<file path="src/hw/supply_monitor_params.svh">
// Offsets, field positions, reset values and timing counts of the supply monitor
`ifndef SUPPLY_MONITOR_PARAMS_SVH
`define SUPPLY_MONITOR_PARAMS_SVH
`define SMON_REG_ADDR 8'hdf
`define SMON_REG_RESET 8'hde
`define SMON_BIT_DIG_OK 7
`define SMON_BIT_ANA_OK 6
`define SMON_BIT_FAULT 5
`define SMON_BIT_DTRIP_HI 4
`define SMON_BIT_DTRIP_LO 3
`define SMON_BIT_ATRIP_HI 2
`define SMON_BIT_ATRIP_LO 1
`define SMON_BIT_ON 0
`define SMON_CLK_HZ 250000000
`define SMON_RELEASE_MS 250
`define SMON_RELEASE_CYC ((`SMON_CLK_HZ / 1000) * `SMON_RELEASE_MS)
`define SMON_GLITCH_NS 100
`define SMON_GLITCH_CYC ((`SMON_GLITCH_NS * (`SMON_CLK_HZ / 1000000) + 999) / 1000)
`endif

</file>
<file path="src/hw/supply_monitor_pkg.sv">
// Types shared by the supply monitor flag logic
package supply_monitor_pkg;
  typedef enum logic [1:0] {
    TRIP_4V63,
    TRIP_3V08,
    TRIP_2V93,
    TRIP_2V63
  } trip_level_t;

  typedef struct packed {
    logic [7:0] addr;
    logic wr;
    logic [7:0] wdata;
  } sfr_req_t;

  typedef struct packed {
    trip_level_t dig_trip;
    trip_level_t ana_trip;
    logic enable;
  } comp_ctrl_t;
endpackage

</file>
<file path="src/hw/supply_monitor_flag_logic.sv">
// Control and status logic of the dual-supply voltage monitor
`timescale 1ns/1ps
`include "supply_monitor_params.svh"

module supply_monitor_flag_logic #(
  parameter int unsigned RELEASE_CYC = `SMON_RELEASE_CYC,
  parameter int unsigned GLITCH_CYC = `SMON_GLITCH_CYC
) (
  input wire logic ref_clk_i, // Core clock, 250 MHz
  input wire logic reset_n_i, // Synchronous reset, active low
  input wire supply_monitor_pkg::sfr_req_t sfr_req_i, // SFR address, write strobe, data
  output logic [7:0] sfr_rdata_o, // SFR read data, zero when not addressed
  input wire logic digital_supply_cmp_i, // Digital comparator, 1 when above trip
  input wire logic analog_supply_cmp_i, // Analog comparator, 1 when above trip
  input wire logic irq_enable_i, // Interrupt enable from irq_enable_priority_two, gates irq_o only
  output supply_monitor_pkg::comp_ctrl_t comp_ctrl_o, // Trip selects and enable to comparators
  output logic irq_o // Interrupt request, level
);
  import supply_monitor_pkg::*;

  localparam int unsigned RW = $clog2(RELEASE_CYC + 1);
  localparam int unsigned GW = $clog2(GLITCH_CYC + 1);

  typedef struct packed {
    logic [1:0] dig_sync;
    logic [1:0] ana_sync;
    logic [GW-1:0] dig_cnt;
    logic [GW-1:0] ana_cnt;
    logic dig_ok;
    logic ana_ok;
    logic fault;
    trip_level_t dig_trip;
    trip_level_t ana_trip;
    logic enable;
    logic [RW-1:0] rel_cnt;
    logic [7:0] rdata;
    logic irq;
  } state_t;

  state_t st_r;
  state_t st_nxt;
  logic wr_hit;
  logic both_ok;

  always_comb begin
    st_nxt = st_r;
    wr_hit = sfr_req_i.wr && (sfr_req_i.addr == `SMON_REG_ADDR);
    // Second stage only feeds the filters below
    st_nxt.dig_sync = {st_r.dig_sync[0], digital_supply_cmp_i};
    st_nxt.ana_sync = {st_r.ana_sync[0], analog_supply_cmp_i};
    // Low must persist the whole window before the status drops; rising is immediate
    if (st_r.dig_sync[1]) begin
      st_nxt.dig_cnt = '0;
      st_nxt.dig_ok = 1'b1;
    end else if (st_r.dig_cnt >= GW'(GLITCH_CYC)) begin
      st_nxt.dig_ok = 1'b0;
    end else begin
      st_nxt.dig_cnt = st_r.dig_cnt + GW'(1);
    end
    if (st_r.ana_sync[1]) begin
      st_nxt.ana_cnt = '0;
      st_nxt.ana_ok = 1'b1;
    end else if (st_r.ana_cnt >= GW'(GLITCH_CYC)) begin
      st_nxt.ana_ok = 1'b0;
    end else begin
      st_nxt.ana_cnt = st_r.ana_cnt + GW'(1);
    end
    // A disabled monitor counts as healthy for the fault flag and raises nothing; the status bits still follow the comparators
    both_ok = (st_r.dig_ok && st_r.ana_ok) || !st_r.enable;
    if (wr_hit) begin
      st_nxt.dig_trip = trip_level_t'(sfr_req_i.wdata[`SMON_BIT_DTRIP_HI:`SMON_BIT_DTRIP_LO]);
      st_nxt.ana_trip = trip_level_t'(sfr_req_i.wdata[`SMON_BIT_ATRIP_HI:`SMON_BIT_ATRIP_LO]);
      st_nxt.enable = sfr_req_i.wdata[`SMON_BIT_ON];
      if (sfr_req_i.wdata[`SMON_BIT_FAULT] || both_ok) begin
        st_nxt.fault = sfr_req_i.wdata[`SMON_BIT_FAULT];
      end
    end
    if (!both_ok) begin
      st_nxt.fault = 1'b1;
      st_nxt.rel_cnt = '0;
    end else if (st_nxt.fault) begin
      // Counts while the flag stands; expiry is the only hardware clear
      if (st_r.rel_cnt >= RW'(RELEASE_CYC - 1)) begin
        st_nxt.fault = 1'b0;
        st_nxt.rel_cnt = '0;
      end else begin
        st_nxt.rel_cnt = st_r.rel_cnt + RW'(1);
      end
    end else begin
      st_nxt.rel_cnt = '0;
    end
    st_nxt.irq = st_nxt.fault && irq_enable_i;
    st_nxt.rdata = '0;
    if (sfr_req_i.addr == `SMON_REG_ADDR) begin
      st_nxt.rdata[`SMON_BIT_DIG_OK] = st_r.dig_ok;
      st_nxt.rdata[`SMON_BIT_ANA_OK] = st_r.ana_ok;
      st_nxt.rdata[`SMON_BIT_FAULT] = st_r.fault;
      st_nxt.rdata[`SMON_BIT_DTRIP_HI:`SMON_BIT_DTRIP_LO] = st_r.dig_trip;
      st_nxt.rdata[`SMON_BIT_ATRIP_HI:`SMON_BIT_ATRIP_LO] = st_r.ana_trip;
      st_nxt.rdata[`SMON_BIT_ON] = st_r.enable;
    end
  end

  always_ff @(posedge ref_clk_i) begin
    if (!reset_n_i) begin
      st_r <= '0;
      st_r.dig_sync <= 2'h3;
      st_r.ana_sync <= 2'h3;
      st_r.dig_ok <= 1'(`SMON_REG_RESET >> `SMON_BIT_DIG_OK);
      st_r.ana_ok <= 1'(`SMON_REG_RESET >> `SMON_BIT_ANA_OK);
      st_r.fault <= 1'(`SMON_REG_RESET >> `SMON_BIT_FAULT);
      st_r.dig_trip <= trip_level_t'(2'h3);
      st_r.ana_trip <= trip_level_t'(2'h3);
      st_r.enable <= 1'b0;
    end else begin
      st_r <= st_nxt;
    end
  end

  assign sfr_rdata_o = st_r.rdata;
  assign irq_o = st_r.irq;
  assign comp_ctrl_o.dig_trip = st_r.dig_trip;
  assign comp_ctrl_o.ana_trip = st_r.ana_trip;
  assign comp_ctrl_o.enable = st_r.enable;
endmodule

</file>
<file path="config.mk">
export PLATFORM = sky130hd
export DESIGN_NAME = supply_monitor_flag_logic
export DESIGN_NICKNAME = d
export VERILOG_FILES = /design/src/hw/supply_monitor_pkg.sv /design/src/hw/supply_monitor_flag_logic.sv
export VERILOG_INCLUDE_DIRS = /design/src /design/src/hw
export SDC_FILE = /design/constraint.sdc
export NUM_CORES = 1
export LEC_CHECK = 0
export BUFFER_PORTS_ARGS = -buffer_cell sky130_fd_sc_hd__buf_4
export CELL_PAD_IN_SITES_DETAIL_PLACEMENT = 1
export CELL_PAD_IN_SITES_GLOBAL_PLACEMENT = 2
export CORE_MARGIN = 1.5
export CORE_UTILIZATION = 38
export CTS_CLUSTER_SIZE = 8
export DETAILED_ROUTE_END_ITERATION = 8
export GPL_TIMING_DRIVEN = 0
export PLACE_DENSITY_LB_ADDON = 0.3
export SYNTH_ARGS = -nofsm -noshare
export SYNTH_HDL_FRONTEND = slang
export SYNTH_SLANG_ARGS = --single-unit
</file>
<file path="constraint.sdc">
create_clock -name ref_clk_i -period 3.09 [get_ports ref_clk_i]
set_clock_uncertainty 0.05 [all_clocks]
set_input_delay 0 -clock ref_clk_i [delete_from_list [all_inputs] [get_ports ref_clk_i]]
set_output_delay 0 -clock ref_clk_i [all_outputs]
set_load 0.02 [all_outputs]
</file>
# Word-level counts from Yosys, hierarchy flattened

Cells that the tools add are included.

Logic and storage cells: 38
Input bits: 22
Flip-flop bits (word level): 57

Reduce and logical (&&, ||, !) cells: 10
Add/sub/neg operators: 3
Equal/unequal tests: 1
$lt $le $gt $ge: 3
Multiplexer cells: 5
Bitwise logic cells: 3

Operators with widths:

| cell                                                            | number |
|---|---|
| 26-bit by 1-bit adder with 26-bit output, second input constant | 1 |
| 26-bit >= comparator, second input constant                     | 1 |
| 5-bit by 1-bit adder with 5-bit output, second input constant   | 2 |
| 5-bit >= comparator, second input constant                      | 2 |
| 8-bit equality test, second input constant                      | 1 |
| 6-bit two-way mux                                               | 1 |
| 1-bit two-way mux                                               | 4 |
| 2-bit OR reduction                                              | 2 |
| 4-bit OR reduction                                              | 1 |
| 1-bit logical AND                                               | 3 |
| 1-bit inverter                                                  | 3 |
| 1-bit logical OR                                                | 2 |
| 2-bit AND reduction                                             | 1 |
| 1-bit zero test                                                 | 1 |

# Logic depth before layout (Yosys ltp)

Gate-level depths: netlist of the first run.

Depth in word-level cells: 8
Depth in mapped cells: 7
Depth with buffers taken out: 7

# Least setup slack after synthesis of the first run

OpenSTA, ideal clock, no wires.

Path type: reg2reg
From: register st_r[9] (netlist name)
To: register st_r[23] (netlist name)
Buffers on the path: 1
Arrival time: 1767 ps
Cell stages (with the launch flop): 8
Setup slack: 1211 ps
Cells stage by stage: dfxtp_1 ha_1 and4_4 o31a_1 o311ai_2 nand4b_4 buf_6 nor2_2

Word-level cells in the longest chain between the ends: 2
Elaborated cells between the ends (all ways): 3

Ends and longest elaborated chain:

| item                         | line                             | source |
|---|---|---|
| start, declared              | supply_monitor_flag_logic.sv:40  | `state_t st_r;` |
| start signal, assigned       | supply_monitor_flag_logic.sv:116 | `st_r <= st_nxt;` |
| 26-bit >= comparator         | supply_monitor_flag_logic.sv:83  | `if (st_r.rel_cnt >= RW'(RELEASE_CYC - 1)) begin` |
| 4-bit OR reduction (no line) | --                               |  |

Parallel ways exist; a longest one is shown, timed or not.
A chain may end at the register's enable or synchronous reset.

# Final worst setup path of the first run

From: register st_r[9] (netlist name)
To: register st_r[18] (netlist name)

The elaborated chain is that of the path after synthesis.

==> results.py, run 1 <==
metrics = {
    "floorplan": {
        "rows": 29,
        "initial_core_util": 0.3930,
        "dieArea_um2": 7023,
        "fp.dieW_um": 83.81,
        "core_area_um2": 6314,
        "die_h_um": 83.81,
        "io_pins": 36,
    },
    "detailed_routing": {
        "ant_nets": 0,
        "firstDrtPassIters": 4,
        "wl_met3_um": 217,
        "wl_met2_mm": 2.444,
        "post_drt_wl_per_cell_um": 13.07,
        "viasPerCell": 4.848,
        "wl_met1_mm": 2.374,
        "vias": 1910,
        "drc": 0,
        "wirelength_mm": 5.148,
        "top_layer_used": "met4",
        "drt_iter0_drc": 29,
    },
    "global_routing": {
        "antenna_found_initial": 0,
        "grt_pass1_vias": 2040,
        "grt_overflow": 0,
        "grt_max_degree": 12,
        "grt_pass1_wl_mm": 9.294,
        "grt_usage": 0.1652,
    },
    "timing": {
        "period_needed_ps": 2133,
        "period_share": 0.6903,
        "hold_viol_final": 0,
        "fmax_mhz": 468.8,
        "setup_slack_ps": 957.1,
        "setup_violations": 0,
        "tns_ps": 0,
        "drv_slew": 0,
        "slew_headroom": 0.5524,
        "tightest_slew_ps": 666.3,
        "rsz0062_at_grt": "no",
    },
    "yosys": {
        "synth-seq-cells": 57,
        "syn_inst": 259,
        "netlist_area_um2": 2481,
        "ys_async_sr_fraction": 0,
        "syn-num-nets": 286,
        "ys_seq_area_frac": 0.4599,
        "synth_ff_type": "dfxtp_1",
        "yosys_warnings": 0,
        "synth_edf_count": 0,
        "syn_avg_cell_area_um2": 9.580,
        "ys_types": 38,
    },
    "power": {
        "p_leak_uw": 0.001215,
        "ir_drop_mv": 0.2306,
        "powerDensity_nw_per_um2": 472.6,
        "finalPower_uw": 1470,
    },
    "setup_path": {
        "startpoint_type": "register",
        "arrival_ps": 2360,
        "setup.worst_path.end_class": "register",
        "crit_required_ps": 3320,
        "crit_type": "reg2reg",
        "crit_fanout": 10,
    },
    "clock_network": {
        "cts_setup_buffers": 0,
        "numCtsBuffers": 9,
        "clkSinkCount": 57,
        "h-tree-depth": 3,
        "cts_root_buf": "clkbuf_8",
        "clk_path_buf_depth": 2,
        "insertion_delay_ps": 340,
        "cts_tree": "yes",
        "clk_pin_slew_ps": 70,
    },
    "final_layout": {
        "diodes": 0,
        "fin_cells": 394,
        "postLayoutCoreUtil": 0.4927,
        "nNetsFinal": 339,
        "drive_above_1_share": 0.2555,
        "area_growth_pct": 25.37,
    },
    "placement": {
        "place_ws_ps": 953.7,
        "hpwlAfterDp_mm": 3.553,
        "io_buffers": 33,
        "gp_routability_congestion": 0.6804,
        "place_inst": 369,
    },
    "outcome": {
        "outcome": "complete, no violations",
    },
    "job": {
        "maxCapViolations": 0,
    },
    "worst_hold_path": {
        "hold_class": "in2reg",
    },
}
cell usage in the layout (no fill, tap or decap), types with 5 or more instances in the layout:
cell type      Yosys  final
xnor2_1           12     12
and4_1             5      5
nand3_1           15     15
buf_4             13     46
ha_1               5      5
dfxtp_1           57     57
nor2_2             9      9
and2_1            10     10
xor2_1            15     15
nor2_1            25     25
inv_1              9      9
nand2b_1           6      6
nor3_1             7      7
mux2i_1            5      5
nand2_1           19     19
and3_1             5      5
dlygate4sd3_1      0      9
clkbuf_8           0      9
cells by family after synthesis:
group | Yosys count | synth area share
buffers and inverters | 27 | 0.06959
multiplexers | 5 | 0.02017
AO/OA/AOI/OAI | 19 | 0.05951
XOR/XNOR | 27 | 0.09531
adder cells (fa/ha/maj) | 5 | 0.02521
AND/OR/NAND/NOR | 119 | 0.2703
flip-flops | 57 | 0.4599
synthesized netlist by cell type (all sizes together) (2+ instances only):
cell type	count	area (um^2)
a211oi	2	15.01
a21boi	2	15.01
a21o	2	15.01
a21oi	2	10.01
a31oi	4	25.02
and2	10	62.56
and3	5	31.28
and4	6	55.05
buf	16	131.4
clkbuf	2	7.510
dfxtp	57	1141
ha	5	62.56
inv	9	33.78
mux2i	5	50.05
nand2	19	71.32
nand2b	6	37.54
nand3	15	75.07
nand4	4	25.02
nand4b	2	47.55
nor2	35	161.4
nor3	7	35.03
nor4	4	25.02
o31a	2	17.52
or3	2	12.51
or4	2	15.01
xnor2	12	105.1
xor2	15	131.4
report_power, final:
part | leakage [uW] | internal, uW | total [uW] | switching (uW)
logic | 0.000664 | 28.5 | 44.2 | 15.7
clock network | 0.0000912 | 370 | 686 | 316
registers | 0.000460 | 738 | 740 | 1.81
total | 0.00122 | 1140 | 1470 | 334
cell type report:
type / instances / area [um^2]
clock inverter: 7 / 71.32
sequential: 57 / 1141
fill: 740 / 3203
multi-input combinational: 175 / 1167
buffer: 18 / 138.9
tap: 77 / 96.34
timing repair buffer: 42 / 337.8
clock buffer: 9 / 123.9
inverter: 9 / 33.78
state kept, by name, summed over array words and instances (netlist names):
register / flops
st_r: 41
sfr_rdata_o: 8
comp_ctrl_o: 5
st_nxt: 2
irq_o: 1
worst max-delay path: stages (launching register included):
cell and delay (ps):
dfxtp_1 360, ha_1 260, and4_4 210, o31a_1 250, o311ai_2 380, nand4b_4 240
buf_6 230, nor2_2 100
repair_timing:
action	in CTS	in global routing
gates resized for setup	0	0
hold endpoints to repair	8	0
hold buffers	9	0
final timing paths:
kind                            endpoint  cells past startpoint         start  slack, ps
worst max-delay path            st_r[18]                      7       st_r[9]        960
worst min-delay path            st_r[40]                      5  sfr_req_i[5]         50
worst max register to register  st_r[18]                      7       st_r[9]        960
worst min register to register  st_r[56]                      1    st_nxt[56]        380
metal layers:
layer  global-route usage  vias up
met5                    0        -
met4              0.08942        0
met3              0.03462       13
met2               0.2698       40
met1               0.2036      885
li1                     -      972
per-stage QoR:
stage | instance area, um^2 | hold WS (ps)
finish | 3110 | 52.33
global route | 3110 | 76.17
CTS | 3110 | 43.55
detailed placement | 2825 | 145.4
floorplan | 2481 | 51.47
global placement | 2825 | 140.8
No activity file was read; power rests on OpenSTA's default activity.
==> run 2: changes to the inputs <==
--- a/config.mk
+++ b/config.mk
@@ -10,7 +10,7 @@
 export CELL_PAD_IN_SITES_DETAIL_PLACEMENT = 1
 export CELL_PAD_IN_SITES_GLOBAL_PLACEMENT = 2
 export CORE_MARGIN = 1.5
-export CORE_UTILIZATION = 38
+export CORE_UTILIZATION = 35
 export CTS_CLUSTER_SIZE = 8
 export DETAILED_ROUTE_END_ITERATION = 8
 export GPL_TIMING_DRIVEN = 0
==> constraint.sdc (replaced) <==
create_clock -name ref_clk_i -period 2.1 [get_ports ref_clk_i]
set_clock_uncertainty 0.05 [all_clocks]
set_input_delay 0 -clock ref_clk_i [delete_from_list [all_inputs] [get_ports ref_clk_i]]
set_output_delay 0 -clock ref_clk_i [all_outputs]
set_load 0.02 [all_outputs]
==> results.py, run 2 (synthesized netlist as in run 1, its figures left out) <==
metrics = {
    "outcome": {
        "outcome": "complete, no violations",
    },
    "detailed_routing": {
        "drc": 0,
        "firstDrtPassIters": 4,
        "post_drt_wl_per_cell_um": 12.14,
        "wirelength_mm": 5.012,
        "drt_iter0_drc": 35,
        "viasPerCell": 4.571,
        "ant_nets": 0,
        "vias": 1888,
    },
    "global_routing": {
        "grt_usage": 0.1445,
        "grt_pass1_wl_mm": 8.452,
        "grt_pass1_vias": 1868,
        "grt_max_degree": 11,
        "antenna_found_initial": 0,
        "grt_overflow": 0,
    },
    "setup_path": {
        "setup.worst_path.end_class": "register",
        "crit_type": "reg2reg",
        "crit_fanout": 10,
        "crit_required_ps": 2320,
        "endpoint": "st_r[20]",
        "r2r_setup_slack_ps": 90,
        "startpoint_type": "register",
        "worstRegToRegCells": 7,
        "r2r-start": "st_r[9]",
        "crit_start": "st_r[9]",
        "rr_endpoint": "st_r[20]",
        "arrival_ps": 2230,
    },
    "final_layout": {
        "fin_cells": 413,
        "nNetsFinal": 340,
        "largest_register_ffs": 41,
        "drive_above_1_share": 0.2524,
        "mostFrequentLayoutCell": "dfxtp_1",
        "layout_common_cells": "dfxtp_1, buf_4, nor2_1",
        "finalInstanceArea_um2": 3152,
        "diodes": 0,
        "regMostFlops": "st_r",
        "area_growth_pct": 27.03,
    },
    "timing": {
        "drv_slew": 0,
        "rsz0062_at_grt": "yes",
        "setup_slack_ps": 91.10,
        "period_share": 0.9566,
        "fmax_mhz": 497.8,
        "period_needed_ps": 2009,
        "setup_violations": 0,
        "slew_headroom": 0.5045,
        "hold_viol_final": 0,
        "tightest_slew_ps": 737.6,
        "holdWs_ps": 50.10,
        "tns_ps": 0,
    },
    "clock_network": {
        "clk_path_buf_depth": 2,
        "clk_pin_slew_ps": 60,
        "insertion_delay_ps": 330,
        "cts_tree": "yes",
        "numCtsBuffers": 9,
        "cts_root_buf": "clkbuf_8",
        "clkSinkCount": 57,
        "h-tree-depth": 3,
    },
    "placement": {
        "gp_routability_congestion": 0.7283,
        "hpwlAfterDp_mm": 3.662,
        "place_ws_ps": -11.77,
        "io_buffers": 33,
        "dpl_cell_area_um2": 2849,
        "place_inst": 388,
    },
    "worst_hold_path": {
        "hold_class": "in2reg",
    },
    "floorplan": {
        "core_area_um2": 6832,
        "initial_core_util": 0.3632,
        "die_h_um": 87.20,
        "io_pins": 36,
        "rows": 30,
        "fp.dieW_um": 87.20,
        "dieArea_um2": 7603,
    },
    "power": {
        "p_leak_uw": 0.001230,
        "powerDensity_nw_per_um2": 688.4,
        "ir_drop_mv": 0.2703,
    },
    "job": {
        "maxCapViolations": 0,
    },
}
-- run 2: cell count changes in the layout (fill, tap and decap cells not counted), sizes merged --
cell / before / now
clkbuf: 11 / 14
buf: 49 / 50
clkinvlp: 3 / 0
clkinv: 3 / 2
-- run 2: power by group --
part           internal (uW)  switching, uW
Clock                    602            415
Sequential              1090           2.68
Combinational           41.9           21.4
-- run 2: worst min-delay path by stage --
| stage | depth (start not counted) | from | end | slack [ps] |
|---|---|---|---|---|
| floorplan | 1 | analog_supply_cmp_i | st_nxt[54] | 50 |
| global placement | 2 | digital_supply_cmp_i | st_nxt[56] | 140 |
| detailed placement | 2 | digital_supply_cmp_i | st_nxt[56] | 140 |
| CTS | 5 | sfr_req_i[5] | st_r[40] | 40 |
| global route | 5 | sfr_req_i[5] | st_r[40] | 80 |
| finish | 5 | sfr_req_i[5] | st_r[40] | 50 |
-- run 2: per-layer routing --
metal	vias to the layer above	GRT usage	wire, um
met4	0	0.07359	78
met3	7	0.03697	177
met5	-	0	0
li1	978	-	-
met1	873	0.1878	2591
met2	30	0.2213	2164
-- run 2: area by class of cell --
type | instances | area [um^2]
Sequential cell | 57 | 1141
Clock inverter | 3 | 40.04
Timing Repair Buffer | 43 | 345.3
Multi-Input combinational cell | 175 | 1177
Tap cell | 96 | 120.1
Fill cell | 806 | 3680
Buffer | 18 | 138.9
Inverter | 9 | 33.78
Clock buffer | 12 | 155.1
-- run 2: critical path, stage by stage (launching register included) --
cell      delay [ps]
dfxtp_1          360
ha_1             260
and4_4           210
o31a_1           270
o311ai_4         300
nand4b_4         190
buf_6            200
nor2_2           100
-- run 2: timing repair --
item                                    4_1_cts  5_1_grt
setup buffers                                 0        1
pin swaps                                     0        1
endpoints found under the hold margin         8        0
endpoints found under the setup margin       20       20
hold buffers                                  9        0
resized for setup                             1        0
-- run 2: per-stage QoR --
stage	util	power (uW)
after floorplan	-	1130
after global placement	0.4170	1164
after detailed placement	0.4170	1165
after CTS	0.4603	2208
after global routing	0.4614	2264
final	0.4614	2170
